$ cat src/acst_map.svh
// timing counts, command codes and widths of the serial command block
`ifndef ACST_MAP_SVH
`define ACST_MAP_SVH
`define ACST_CLK_PERIOD_NS  10
`define ACST_OSC_PERIOD_NS  400
`define ACST_OSC_DIV        (`ACST_OSC_PERIOD_NS / `ACST_CLK_PERIOD_NS)
`define ACST_OSC_CNT_W      6
`define ACST_TRISTATE_OSC   4'h8
`define ACST_CAL_SINGLE     4'h7
`define ACST_CAL_FULL       4'hE
`define ACST_SAMPLE_W       24
`define ACST_BIT_CNT_W      5
`define ACST_FIFO_DEPTH     16
`define ACST_FIFO_AW        4
`define ACST_SYNC_RESET     7'h3C
`define ACST_CMD_READ       8'h01
`define ACST_CMD_READ_CONT  8'h03
`define ACST_CMD_STOP_CONT  8'h0F
`define ACST_CMD_SELF_OCAL  8'hF1
`define ACST_CMD_SELF_GCAL  8'hF2
`define ACST_CMD_SYS_OCAL   8'hF3
`define ACST_CMD_SYS_GCAL   8'hF4
`define ACST_CMD_SELF_CAL   8'hF0
`define ACST_CMD_BUF_ON     8'h20
`define ACST_CMD_BUF_OFF    8'h21
`endif

$ cat src/acst_pkg.sv
// types of the serial command block
package acst_pkg;
   typedef enum logic [2:0] {
      MODE_IDLE = 3'h1,
      MODE_CONT = 3'h2,
      MODE_CAL  = 3'h4
   } acst_mode_type;
endpackage

$ cat src/acst_fifo.sv
// sample fifo with valid and ready on both sides
`timescale 1ns/1ps
module acst_fifo #(
   parameter int WIDTH = 24,
   parameter int DEPTH = 16,
   parameter int AW    = 4
) (
   input  wire logic             clk_i,
   input  wire logic             reset_i,
   input  wire logic             flush_i,
   input  wire logic             in_valid_i,
   output logic                  in_ready_o,
   input  wire logic [WIDTH-1:0] in_data_i,
   output logic                  out_valid_o,
   input  wire logic             out_ready_i,
   output logic      [WIDTH-1:0] out_data_o
);
   logic [WIDTH-1:0] mem [DEPTH];
   logic [AW-1:0]    wr_ptr;
   logic [AW-1:0]    rd_ptr;
   logic [AW:0]      count;
   logic             push;
   logic             pop;

   assign in_ready_o  = (count != (AW+1)'(DEPTH));
   assign out_valid_o = (count != '0);
   assign out_data_o  = mem[rd_ptr];
   assign push        = in_valid_i & in_ready_o;
   assign pop         = out_valid_o & out_ready_i;

   always_ff @(posedge clk_i) begin
      if (push) begin
         mem[wr_ptr] <= in_data_i;
      end
   end

   always_ff @(posedge clk_i) begin
      if (reset_i || flush_i) begin
         wr_ptr <= '0;
         rd_ptr <= '0;
         count  <= '0;
      end else begin
         if (push) begin
            wr_ptr <= wr_ptr + 1'b1;
         end
         if (pop) begin
            rd_ptr <= rd_ptr + 1'b1;
         end
         if (push && !pop) begin
            count <= count + 1'b1;
         end else if (pop && !push) begin
            count <= count - 1'b1;
         end
      end
   end
endmodule

$ cat src/acst_top.sv
// serial command interface of the converter, device side
// What this block and its host must do
// RULE1 - host keeps serial clock period within limits
// RULE2 - host waits before clocking out answer data
// RULE3 - data out released 6..10 osc after end
// RULE4 - host leaves gap between commands
// RULE5 - host waits out calibration before next command
// RULE6 - power down pin stops all logic
// RULE7 - reset pin returns everything to reset
// RULE8 - data ready output is active low
// RULE9 - sync input low resynchronises conversions
// RULE10 - chip select low selects serial interface
// RULE11 - buffer on only when pin and bit
// RULE12 - calibration end drives data ready low
// RULE13 - chip select high discards partial command
`timescale 1ns/1ps
`include "acst_map.svh"
module acst_top (
   input  wire logic                      clk_i,
   input  wire logic                      reset_i,
   input  wire logic                      sclk_i,
   input  wire logic                      din_i,
   input  wire logic                      cs_n_i,
   input  wire logic                      sclk_polarity_sel_i,
   input  wire logic                      conv_sync_n_i,
   input  wire logic                      power_down_n_i,
   input  wire logic                      reset_n_i,
   input  wire logic                      input_buffer_pin_en_i,
   input  wire logic                      sample_valid_i,
   output logic                           sample_ready_o,
   input  wire logic [`ACST_SAMPLE_W-1:0] sample_i,
   output logic                           dout_o,
   output logic                           dout_oe_n_o,
   output logic                           data_ready_n_o,
   output logic                           input_buffer_active_o,
   output logic                           cal_busy_o
);
   ////////////////////////////////////////////////////////////////////////
   // pin synchronisers and internal clear
   logic [6:0] pin_s1;
   logic [6:0] pin_s2;
   logic       sclk_d;
   logic [1:0] pol_s;
   logic       clr;
   logic       cs_high;
   logic       sclk_rise;
   logic       sclk_fall;
   logic       lead_edge;
   logic       trail_edge;

   always_ff @(posedge clk_i) begin
      if (reset_i) begin
         pin_s1 <= `ACST_SYNC_RESET;
         pin_s2 <= `ACST_SYNC_RESET;
         sclk_d <= 1'b0;
         pol_s  <= '0;
      end else begin
         pin_s1 <= {input_buffer_pin_en_i, reset_n_i, power_down_n_i,
                    conv_sync_n_i, cs_n_i, din_i, sclk_i};
         pin_s2 <= pin_s1;
         sclk_d <= pin_s2[0];
         pol_s  <= {pol_s[0], sclk_polarity_sel_i};
      end
   end

   // reset pin and power down both hold the whole block cleared
   assign clr = reset_i | ~pin_s2[5] | ~pin_s2[4]; // RULE6 RULE7
   assign cs_high    = pin_s2[2]; // RULE10
   assign sclk_rise  = pin_s2[0] & ~sclk_d;
   assign sclk_fall  = ~pin_s2[0] & sclk_d;
   // edges found by sampling, valid for slow serial clock
   assign lead_edge  = pol_s[1] ? sclk_fall : sclk_rise; // RULE1
   assign trail_edge = pol_s[1] ? sclk_rise : sclk_fall;

   ////////////////////////////////////////////////////////////////////////
   // master oscillator tick
   logic [`ACST_OSC_CNT_W-1:0] osc_cnt;
   logic                       osc_tick;

   assign osc_tick = (osc_cnt == `ACST_OSC_CNT_W'(`ACST_OSC_DIV - 1));

   always_ff @(posedge clk_i) begin
      if (clr || osc_tick) begin
         osc_cnt <= '0;
      end else begin
         osc_cnt <= osc_cnt + 1'b1;
      end
   end

   ////////////////////////////////////////////////////////////////////////
   // command byte receiver
   logic [3:0] rx_cnt;
   logic [7:0] rx_shift;
   logic       cmd_stb;
   logic [7:0] cmd_byte;

   always_ff @(posedge clk_i) begin
      if (clr || cs_high) begin
         rx_cnt   <= '0; // RULE13
         rx_shift <= '0;
         cmd_stb  <= 1'b0;
         cmd_byte <= '0;
      end else begin
         cmd_stb <= 1'b0;
         if (lead_edge) begin
            rx_shift <= {rx_shift[6:0], pin_s2[1]};
            rx_cnt   <= rx_cnt + 1'b1;
         end else if (trail_edge && rx_cnt == 4'h8) begin
            rx_cnt   <= '0;
            cmd_stb  <= 1'b1; // RULE2
            cmd_byte <= rx_shift;
         end
      end
   end

   ////////////////////////////////////////////////////////////////////////
   // mode, calibration and buffer control
   acst_pkg::acst_mode_type mode;
   logic [3:0]              cal_left;
   logic                    cal_done;
   logic                    buf_bit;
   logic                    tx_load;

   function automatic logic is_single_cal(input logic [7:0] b);
      is_single_cal = (b == `ACST_CMD_SELF_OCAL) ||
                      (b == `ACST_CMD_SELF_GCAL) ||
                      (b == `ACST_CMD_SYS_OCAL)  ||
                      (b == `ACST_CMD_SYS_GCAL);
   endfunction

   always_ff @(posedge clk_i) begin
      if (clr) begin
         mode     <= acst_pkg::MODE_IDLE;
         cal_left <= '0;
      end else begin
         case (mode)
            acst_pkg::MODE_IDLE,
            acst_pkg::MODE_CONT: begin
               if (cmd_stb && is_single_cal(cmd_byte)) begin
                  mode     <= acst_pkg::MODE_CAL; // RULE5
                  cal_left <= `ACST_CAL_SINGLE;
               end else if (cmd_stb && cmd_byte == `ACST_CMD_SELF_CAL) begin
                  mode     <= acst_pkg::MODE_CAL; // RULE5
                  cal_left <= `ACST_CAL_FULL;
               end else if (cmd_stb && cmd_byte == `ACST_CMD_READ_CONT) begin
                  mode <= acst_pkg::MODE_CONT;
               end else if (cmd_stb && cmd_byte == `ACST_CMD_STOP_CONT) begin
                  mode <= acst_pkg::MODE_IDLE;
               end
            end
            acst_pkg::MODE_CAL: begin
               // one data-ready period per conversion result
               if (sample_valid_i) begin
                  cal_left <= cal_left - 1'b1;
                  if (cal_left == 4'h1) begin
                     mode <= acst_pkg::MODE_IDLE;
                  end
               end
            end
            default: begin
               mode <= acst_pkg::MODE_IDLE;
            end
         endcase
      end
   end

   always_ff @(posedge clk_i) begin
      if (clr) begin
         cal_done <= 1'b0;
      end else if (mode == acst_pkg::MODE_CAL && sample_valid_i &&
                   cal_left == 4'h1) begin
         cal_done <= 1'b1; // RULE12
      end else if (tx_load || !pin_s2[3]) begin
         cal_done <= 1'b0;
      end
   end

   always_ff @(posedge clk_i) begin
      if (clr) begin
         buf_bit <= 1'b0;
      end else if (cmd_stb && cmd_byte == `ACST_CMD_BUF_ON) begin
         buf_bit <= 1'b1;
      end else if (cmd_stb && cmd_byte == `ACST_CMD_BUF_OFF) begin
         buf_bit <= 1'b0;
      end
   end

   always_ff @(posedge clk_i) begin
      if (clr) begin
         input_buffer_active_o <= 1'b0;
      end else begin
         input_buffer_active_o <= pin_s2[6] & buf_bit; // RULE11
      end
   end

   assign cal_busy_o = (mode == acst_pkg::MODE_CAL);

   ////////////////////////////////////////////////////////////////////////
   // sample fifo
   logic                      fifo_in_ready;
   logic                      fifo_valid;
   logic [`ACST_SAMPLE_W-1:0] fifo_data;
   logic                      fifo_flush;

   // sync low throws away pending results and restarts
   assign fifo_flush     = ~pin_s2[3]; // RULE9
   assign sample_ready_o = cal_busy_o | (fifo_in_ready & ~fifo_flush);

   acst_fifo #(
      .WIDTH (`ACST_SAMPLE_W),
      .DEPTH (`ACST_FIFO_DEPTH),
      .AW    (`ACST_FIFO_AW)
   ) u_fifo (
      .clk_i       (clk_i),
      .reset_i     (clr),
      .flush_i     (fifo_flush),
      .in_valid_i  (sample_valid_i & ~cal_busy_o),
      .in_ready_o  (fifo_in_ready),
      .in_data_i   (sample_i),
      .out_valid_o (fifo_valid),
      .out_ready_i (tx_load),
      .out_data_o  (fifo_data)
   );

   always_ff @(posedge clk_i) begin
      if (clr) begin
         data_ready_n_o <= 1'b1;
      end else begin
         data_ready_n_o <= ~(fifo_valid | cal_done); // RULE8 RULE12
      end
   end

   ////////////////////////////////////////////////////////////////////////
   // output shifter and tri-state timing
   logic [`ACST_SAMPLE_W-1:0] tx_shift;
   logic [`ACST_BIT_CNT_W-1:0] tx_left;
   logic                      read_req;
   logic                      drive;
   logic [3:0]                tri_cnt;

   // answer is ready at once, well inside the host's wait
   assign read_req = (cmd_stb && cmd_byte == `ACST_CMD_READ) ||
                     (mode == acst_pkg::MODE_CONT && tx_left == '0 &&
                      !cs_high); // RULE2
   assign tx_load  = read_req & fifo_valid;

   always_ff @(posedge clk_i) begin
      if (clr) begin
         tx_shift <= '0;
         tx_left  <= '0;
      end else if (tx_load) begin
         tx_shift <= fifo_data;
         tx_left  <= `ACST_BIT_CNT_W'(`ACST_SAMPLE_W);
      end else if (cs_high) begin
         tx_left  <= '0; // RULE13
      end else if (trail_edge && tx_left != '0) begin
         tx_shift <= {tx_shift[`ACST_SAMPLE_W-2:0], 1'b0};
         tx_left  <= tx_left - 1'b1;
      end
   end

   always_ff @(posedge clk_i) begin
      if (clr) begin
         dout_o <= 1'b0;
      end else begin
         dout_o <= tx_shift[`ACST_SAMPLE_W-1];
      end
   end

   // release counts osc periods from the last edge once output is done
   always_ff @(posedge clk_i) begin
      if (clr || lead_edge || trail_edge || tx_load) begin
         tri_cnt <= '0;
      end else if (osc_tick && tx_left == '0 &&
                   tri_cnt != `ACST_TRISTATE_OSC) begin
         tri_cnt <= tri_cnt + 1'b1;
      end
   end

   always_ff @(posedge clk_i) begin
      if (clr || cs_high) begin
         drive <= 1'b0; // RULE3
      end else if (tx_load) begin
         drive <= 1'b1;
      end else if (tri_cnt == `ACST_TRISTATE_OSC) begin
         drive <= 1'b0; // RULE3
      end
   end

   always_ff @(posedge clk_i) begin
      if (reset_i) begin
         dout_oe_n_o <= 1'b1;
      end else begin
         dout_oe_n_o <= ~(drive & ~cs_high & ~clr); // RULE3
      end
   end
endmodule

$ cat config.mk
export PLATFORM = sky130hd
export DESIGN_NAME = acst_top
export DESIGN_NICKNAME = d
export VERILOG_FILES = /design/src/acst_pkg.sv /design/src/acst_fifo.sv /design/src/acst_top.sv
export VERILOG_INCLUDE_DIRS = /design/src
export SDC_FILE = /design/constraint.sdc
export NUM_CORES = 1
export LEC_CHECK = 0
export BUFFER_PORTS_ARGS = -buffer_cell sky130_fd_sc_hd__buf_4
export CORE_ASPECT_RATIO = 1.1
export CORE_MARGIN = 2
export CORE_UTILIZATION = 55
export DETAILED_ROUTE_END_ITERATION = 8
export PLACE_DENSITY = 0.67
export RECOVER_POWER = 50
export SLEW_MARGIN = 20
export SYNTH_ARGS = -nofsm -noshare
export SYNTH_HDL_FRONTEND = slang
export SYNTH_SLANG_ARGS = --single-unit
$ cat constraint.sdc
create_clock -name clk_i -period 3.6 [get_ports clk_i]
set_input_delay 0.18 -clock clk_i [delete_from_list [all_inputs] [get_ports clk_i]]
set_output_delay 0.18 -clock clk_i [all_outputs]
set_load 0.005 [all_outputs]
==> flow_metrics.tcl, run 1 <==
set metrics [dict create \
    status "complete, no violations" \
    ys_warn_count 0 \
    nets 1221 \
    rsz0062_at_grt "false" \
    antenna_cells 0 \
    core-area_mm2 0.0343 \
    whs_path_depth 5 \
    comb_power_share_pct 3.1 \
    hold_path_class "in2reg" \
    clk_latency_ns 0.57 \
    path_class "reg2reg" \
    layout_commonest_cell "edfxtp_1" \
    slowest_stage "nor4_1" \
    muxShareOfSynthArea_pct 16.5 \
    leakage_uw 0.00706 \
    post_cts_resized 0 \
    slew_headroom_pct 22.3 \
    maxCapViolCount 0 \
    multiInputGateArea_mm2 0.00525 \
    final_cell_mix "edfxtp_1 (384), mux4_2 (120), dfxtp_1 (105), nor2_1 (90), clkbuf_16 (51)" \
    synth_edf_count 384 \
    max_stage_delay_ns 0.63 \
    root_buffer "clkbuf_16" \
    cts.clk_slew.worst_paths_ns 0.06 \
    viasPerCell 5.82 \
    die_h_um 200 \
    fmax_mhz 315 \
    clock-sinks 492 \
    synth_top_area_share_pct 60.2 \
    fin_skew_ns 0.0236 \
    grt_usage_pct 21.7 \
    syn_inst 1054 \
    synth_simple_gate_area_share_pct 5.55 \
    synth_xor_area_share_pct 1.14 \
    grt_overflow 0 \
    worst-path-buf-inv 2 \
    initial_core_util_pct 55.8 \
    cp_max_fo 11 \
    synthesis.area_mm2 0.0191 \
    hpwl_um 21400 \
    grt_max_degree 55 \
    p_sw_uw 2290 \
    synth_cell_types 58 \
    critical_path_depth 12 \
    crit_top_cell "ha_1" \
    synth_adder_area_share_pct 1.11 \
    drive_gt1_share_pct 23.5 \
    worst-r2r-cell-count 12 \
    antenna_found_initial 0 \
    synth.ff_latch_count 492 \
    placed_area_mm2 0.0203 \
    num_vias 9579 \
    route.detailed.wl_per_inst_um 23.0 \
    max_slew.worst_pin.slew_ns 1.17 \
    cp-start-kind "register" \
    hold_viol 0 \
    peakVddDrop_mv 0.451 \
    maxSlewViolCount 0 \
    htree_levels 2 \
    crit_family "simple AND/OR/NAND/NOR gates" \
    cts_hold_buf 41 \
    clockPowerShare_pct 44.7 \
    numCtsBuffers 49 \
    setup_violations 0 \
    numPortBuffers 40 \
    p_per_area_mw_per_mm2 533 \
    die_area_mm2 0.0363 \
    async_flop_share_pct 0 \
    grt_pass1_wl_um 58200 \
    syn_nets 1106 \
    netSwitchingFraction_pct 19.3 \
    gp_congestion 0.774 \
    filler_cell_count 2344 \
    cp-end-kind "register" \
    rows 71 \
    post-route-period-util_pct 88.1 \
    die_x_um 182 \
    p_seq_share_pct 52.3 \
    ios 41 \
    internal_power_uw 9600 \
    clk_path_buf_depth 3 \
    first_global_vias 9989 \
    ant_nets 0 \
    synth_top_family_by_area "multiplexers" \
    min_period_ns 3.17 \
    ys.flop_type "edfxtp_1" \
    tns_ns 0 \
    ys_top_cells_by_area "edfxtp_1 (60%), mux4_2 (14%), dfxtp_1 (11%)" \
    crit_required_ns 4.02 \
    avgSynthCellArea_um2 18.2 \
    cts_tree "built" \
    post_cts_buffers 0 \
    synth_compound_area_share_pct 2.61 \
    crit_chain "nor4_1 -> a211oi_2 -> clkbuf_1 -> ha_1 -> inv_1 -> ha_1 -> a21oi_1 -> nand2_1 -> mux2_4 -> o211ai_1 -> xor2_1 -> nor2_1" \
    drtIter0Drc 753 \
    regArea_mm2 0.0137 \
    synth_largest_area_cell "edfxtp_1" \
    crit_arrival_ns 3.59 \
    drt-total-wl_um 37800 \
    drc 0 \
    fin_area_mm2 0.0223 \
    yosysSeqAreaShare_pct 71.5 \
    syn_to_final_growth_pct 16.6 \
    dr.pass1.iters 5 \
]
[cell type report]
class	count	area share, %
Clock inverter	20	1.12
Clock buffer	71	6.59
Timing Repair Buffer	117	4.64
Inverter	17	0.286
Sequential cell	492	61.4
Tap cell	438	2.46
Multi-Input combinational cell	492	23.5
[kinds of logic (layout without fill, tap and decap cells)]
| group | count (synthesis) | in the layout |
|---|---|---|
| compound gates | 69 | 69 |
| buf+inv | 70 | 225 |
| flops | 492 | 492 |
| xor+xnor | 25 | 25 |
| fa+ha+maj | 17 | 17 |
| simple gates | 216 | 216 |
| mux | 165 | 165 |
[metal layers]
metal	GRT usage (%)	up-vias	routed length [µm]
met5	0	-	0
met1	28.5	4955	16100
met4	6.96	0	862
li1	-	4390	-
met3	3.39	64	1660
met2	37.6	170	19200
[cell usage after synthesis (8+ instances only)]
cell,n
a211oi_1,23
buf_2,17
dfxtp_1,108
mux2i_1,43
a21oi_1,16
or2_2,9
inv_1,16
nand3_1,8
nor2b_1,14
xnor2_1,8
nor2_1,101
xor2_1,17
ha_1,17
nor3_1,14
clkbuf_1,25
mux4_2,120
edfxtp_1,384
nand2_1,29
[registers in the layout, summed over array words and instances (netlist names), 5 cells and up, named ones only]
name          cells
pin_s2            7
tx_left           5
osc_cnt           6
cmd_byte          8
rx_shift          8
pin_s1            7
u_fifo.mem      384
u_fifo.count      5
tx_shift         24
[worst reg2reg max path, stage by stage, from the launching register on]
cell and delay, ns:
dfxtp_1 0.36, nor4_1 0.63, a211oi_2 0.15, clkbuf_1 0.31, ha_1 0.33, inv_1 0.12
ha_1 0.27, a21oi_1 0.21, nand2_1 0.07, mux2_4 0.27, o211ai_1 0.11, xor2_1 0.16
nor2_1 0.05
[worst paths after layout]
| path | slack, ns | from | end |
|---|---|---|---|
| max | 0.43 | u_fifo.count[0] | u_fifo.count[3] |
| min | 0.1 | sample_valid_i | cal_done |
| min reg2reg | 0.39 | drive | dout_oe_n_o |
| max reg2reg | 0.43 | u_fifo.count[0] | u_fifo.count[3] |
[through the flow]
| stage | setup WS [ns] | power, µW | std cells | hold slack [ns] | utilization [%] |
|---|---|---|---|---|---|
| CTS | 0.470 | 12000 | 1647 | 0.0738 | 65.4 |
| detailed placement | 0.470 | 6680 | 1515 | 0.375 | 59.2 |
| finish | 0.428 | 11900 | 1647 | 0.0987 | 65.1 |
| global placement | 0.565 | 6670 | 1515 | 0.375 | 59.2 |
| global route | 0.250 | 12300 | 1647 | 0.140 | 65.1 |
| floorplan | 0.297 | 6520 | 1054 | 0.252 | - |
[power groups by stage]
stage | clock (µW) | combinational [µW] | sequential [µW]
finish | 5310 | 366 | 6210
global route | 5640 | 402 | 6220
CTS | 5420 | 387 | 6210
detailed placement | 0 | 349 | 6330
global placement | 0 | 342 | 6330
floorplan | 0 | 187 | 6330
(Power assumes the default switching activity.)
==> inputs of run 2 (changes only) <==
==> constraint.sdc (replaced) <==
create_clock -name clk_i -period 3.9 [get_ports clk_i]
set_input_delay 0.195 -clock clk_i [delete_from_list [all_inputs] [get_ports clk_i]]
set_output_delay 0.195 -clock clk_i [all_outputs]
set_load 0.005 [all_outputs]
==> run 2 against run 1 <==
Net effect: hold slack better by 0.044 ns; total power is 9.4% lower; routed wire length is 2.8% higher; clock-buffer cell count is 2 lower; via count is 2.2% higher; combinational power is 6.0% lower; largest cell class unchanged; highest routed layer unchanged.
==> flow_metrics.tcl, run 2 (synthesis gave the netlist of run 1 again) <==
set metrics [dict create \
    r2r_slack_ns 0.60 \
    grt_overflow 0 \
    post-route-period-util_pct 84.5 \
    largest_register_ffs 384 \
    slew_headroom_pct 35.2 \
    cp-end-kind "register" \
    hold_path_class "in2reg" \
    hold_viol 0 \
    syn_to_final_growth_pct 15.5 \
    wl_met2_um 19700 \
    wl_met1_um 16400 \
    tns_ns 0 \
    p_seq_share_pct 53.3 \
    r2r-start "mode[1]" \
    multiInputGateArea_mm2 0.00526 \
    htree_levels 2 \
    die_x_um 182 \
    r2r-end "u_fifo.count[3]" \
    placed_area_mm2 0.0202 \
    post_cts_resized 0 \
    clk_path_buf_depth 3 \
    crit_chain "nor3b_1 -> clkbuf_1 -> a211oi_2 -> ha_1 -> inv_1 -> ha_1 -> a21oi_1 -> nand2_1 -> mux2_4 -> o211ai_1 -> xor2_1 -> nor2_1" \
    ant_nets 0 \
    cts.clk_slew.worst_paths_ns 0.06 \
    fin_area_mm2 0.0221 \
    dr.pass1.iters 5 \
    numPortBuffers 40 \
    internal_power_uw 8650 \
    min_from "sample_valid_i" \
    min_period_ns 3.30 \
    hold_end "cal_done" \
    maxCapViolCount 0 \
    wl_met3_um 1950 \
    num_vias 9791 \
    antenna_cells 0 \
    initial_core_util_pct 55.8 \
    peakVddDrop_mv 0.398 \
    whs_path_depth 5 \
    filler_cell_count 2383 \
    grt_pass1_wl_um 60200 \
    p_per_area_mw_per_mm2 487 \
    ios 41 \
    rows 71 \
    rsz0062_at_grt "false" \
    crit_start "mode[1]" \
    die_h_um 200 \
    first_global_vias 10000 \
    top_register "u_fifo.mem" \
    fmax_mhz 303 \
    clock-sinks 492 \
    die_area_mm2 0.0363 \
    largestRegisters "u_fifo.mem x384, tx_shift x24" \
    fin_skew_ns 0.0154 \
    drc 0 \
    status "complete, no violations" \
    p_sw_uw 2120 \
    root_buffer "clkbuf_16" \
    viasPerCell 5.96 \
    nets 1217 \
    setup_violations 0 \
    comb_power_share_pct 3.2 \
    regArea_mm2 0.0137 \
    max_slew.worst_pin.slew_ns 0.972 \
    final_cell_mix "edfxtp_1 (384), mux4_2 (120), dfxtp_1 (105), nor2_1 (89), clkbuf_16 (49)" \
    dr.max_layer_used "met4" \
    numCtsBuffers 48 \
    gp_congestion 0.774 \
    grt_usage_pct 22.3 \
    hpwl_um 22300 \
    maxSlewViolCount 0 \
    max_stage_delay_ns 0.80 \
    drive_gt1_share_pct 23.4 \
    grt_max_degree 55 \
    power.total_uw 10800 \
    drt-total-wl_um 38900 \
    core-area_mm2 0.0343 \
    path_class "reg2reg" \
    slowest_stage "a211oi_2" \
    cp_max_fo 11 \
    antenna_found_initial 0 \
    drtIter0Drc 670 \
    layout_commonest_cell "edfxtp_1" \
    crit_top_cell "ha_1" \
    crit_arrival_ns 3.71 \
    clockPowerShare_pct 43.5 \
    route.detailed.wl_per_inst_um 23.7 \
    crit_required_ns 4.31 \
    cp-start-kind "register" \
    leakage_uw 0.00697 \
    clk_latency_ns 0.55 \
    netSwitchingFraction_pct 19.7 \
    cts_tree "built" \
    worst-r2r-cell-count 12 \
]
-- run 2: how the worst max path moves through the flow --
stage,end,slack (ns),cells past startpoint
5_1_grt,u_fifo.count[3],0.31,12
3_5_place_dp,u_fifo.count[3],0.76,12
2_1_floorplan,u_fifo.mem[3][0],0.60,5
4_1_cts,u_fifo.count[3],0.74,12
6_report,u_fifo.count[3],0.60,12
3_3_place_gp,u_fifo.count[4],0.79,12
-- run 2: timing repair --
| item | CTS | global route |
|---|---|---|
| setup buffers | 0 | 0 |
| endpoints found under the hold margin | 401 | 0 |
| hold buffers | 41 | 0 |
-- run 2: layer usage --
metal  GRT usage, %  vias up
li1               -     4386
met1           30.4     5079
met2           38.3      269
met3           3.21       57
met4           5.97        0
met5              0        -
-- run 2: area by class of cell --
class / instances / area share, %
tap: 438 / 2.48
clock buffer: 69 / 6.25
timing repair buffer: 114 / 4.12
multi-input combinational: 492 / 23.8
sequential: 492 / 62.0
inverter: 17 / 0.289
clock inverter: 20 / 1.11
-- run 2: power by group through the flow --
stage               registers [µW]  clock network (µW)  logic (µW)
global placement              5850                   0         321
detailed placement            5850                   0         327
CTS                           5740                4780         361
finish                        5740                4690         344
global route                  5740                4990         379
floorplan                     5850                   0         173
-- run 2: through the flow --
| stage | hold WS, ns | setup WS, ns | instances | util (%) |
|---|---|---|---|---|
| floorplan | 0.267 | 0.597 | 1054 | - |
| global placement | 0.388 | 0.788 | 1512 | 58.8 |
| detailed placement | 0.387 | 0.760 | 1512 | 58.8 |
| CTS | 0.113 | 0.741 | 1642 | 64.8 |
| global route | 0.156 | 0.306 | 1642 | 64.5 |
| finish | 0.143 | 0.605 | 1642 | 64.5 |
-- run 2: worst max-delay path, delay by kind of cell, from the launching register on --
kind | cells | cell delay [ns]
AND/OR/NAND/NOR | 3 | 0.21
multiplexers | 1 | 0.27
buffers and inverters | 2 | 0.34
XOR/XNOR | 1 | 0.16
flip-flops | 1 | 0.41
adder cells (fa/ha/maj) | 2 | 0.64
AO/OA/AOI/OAI | 3 | 1.13
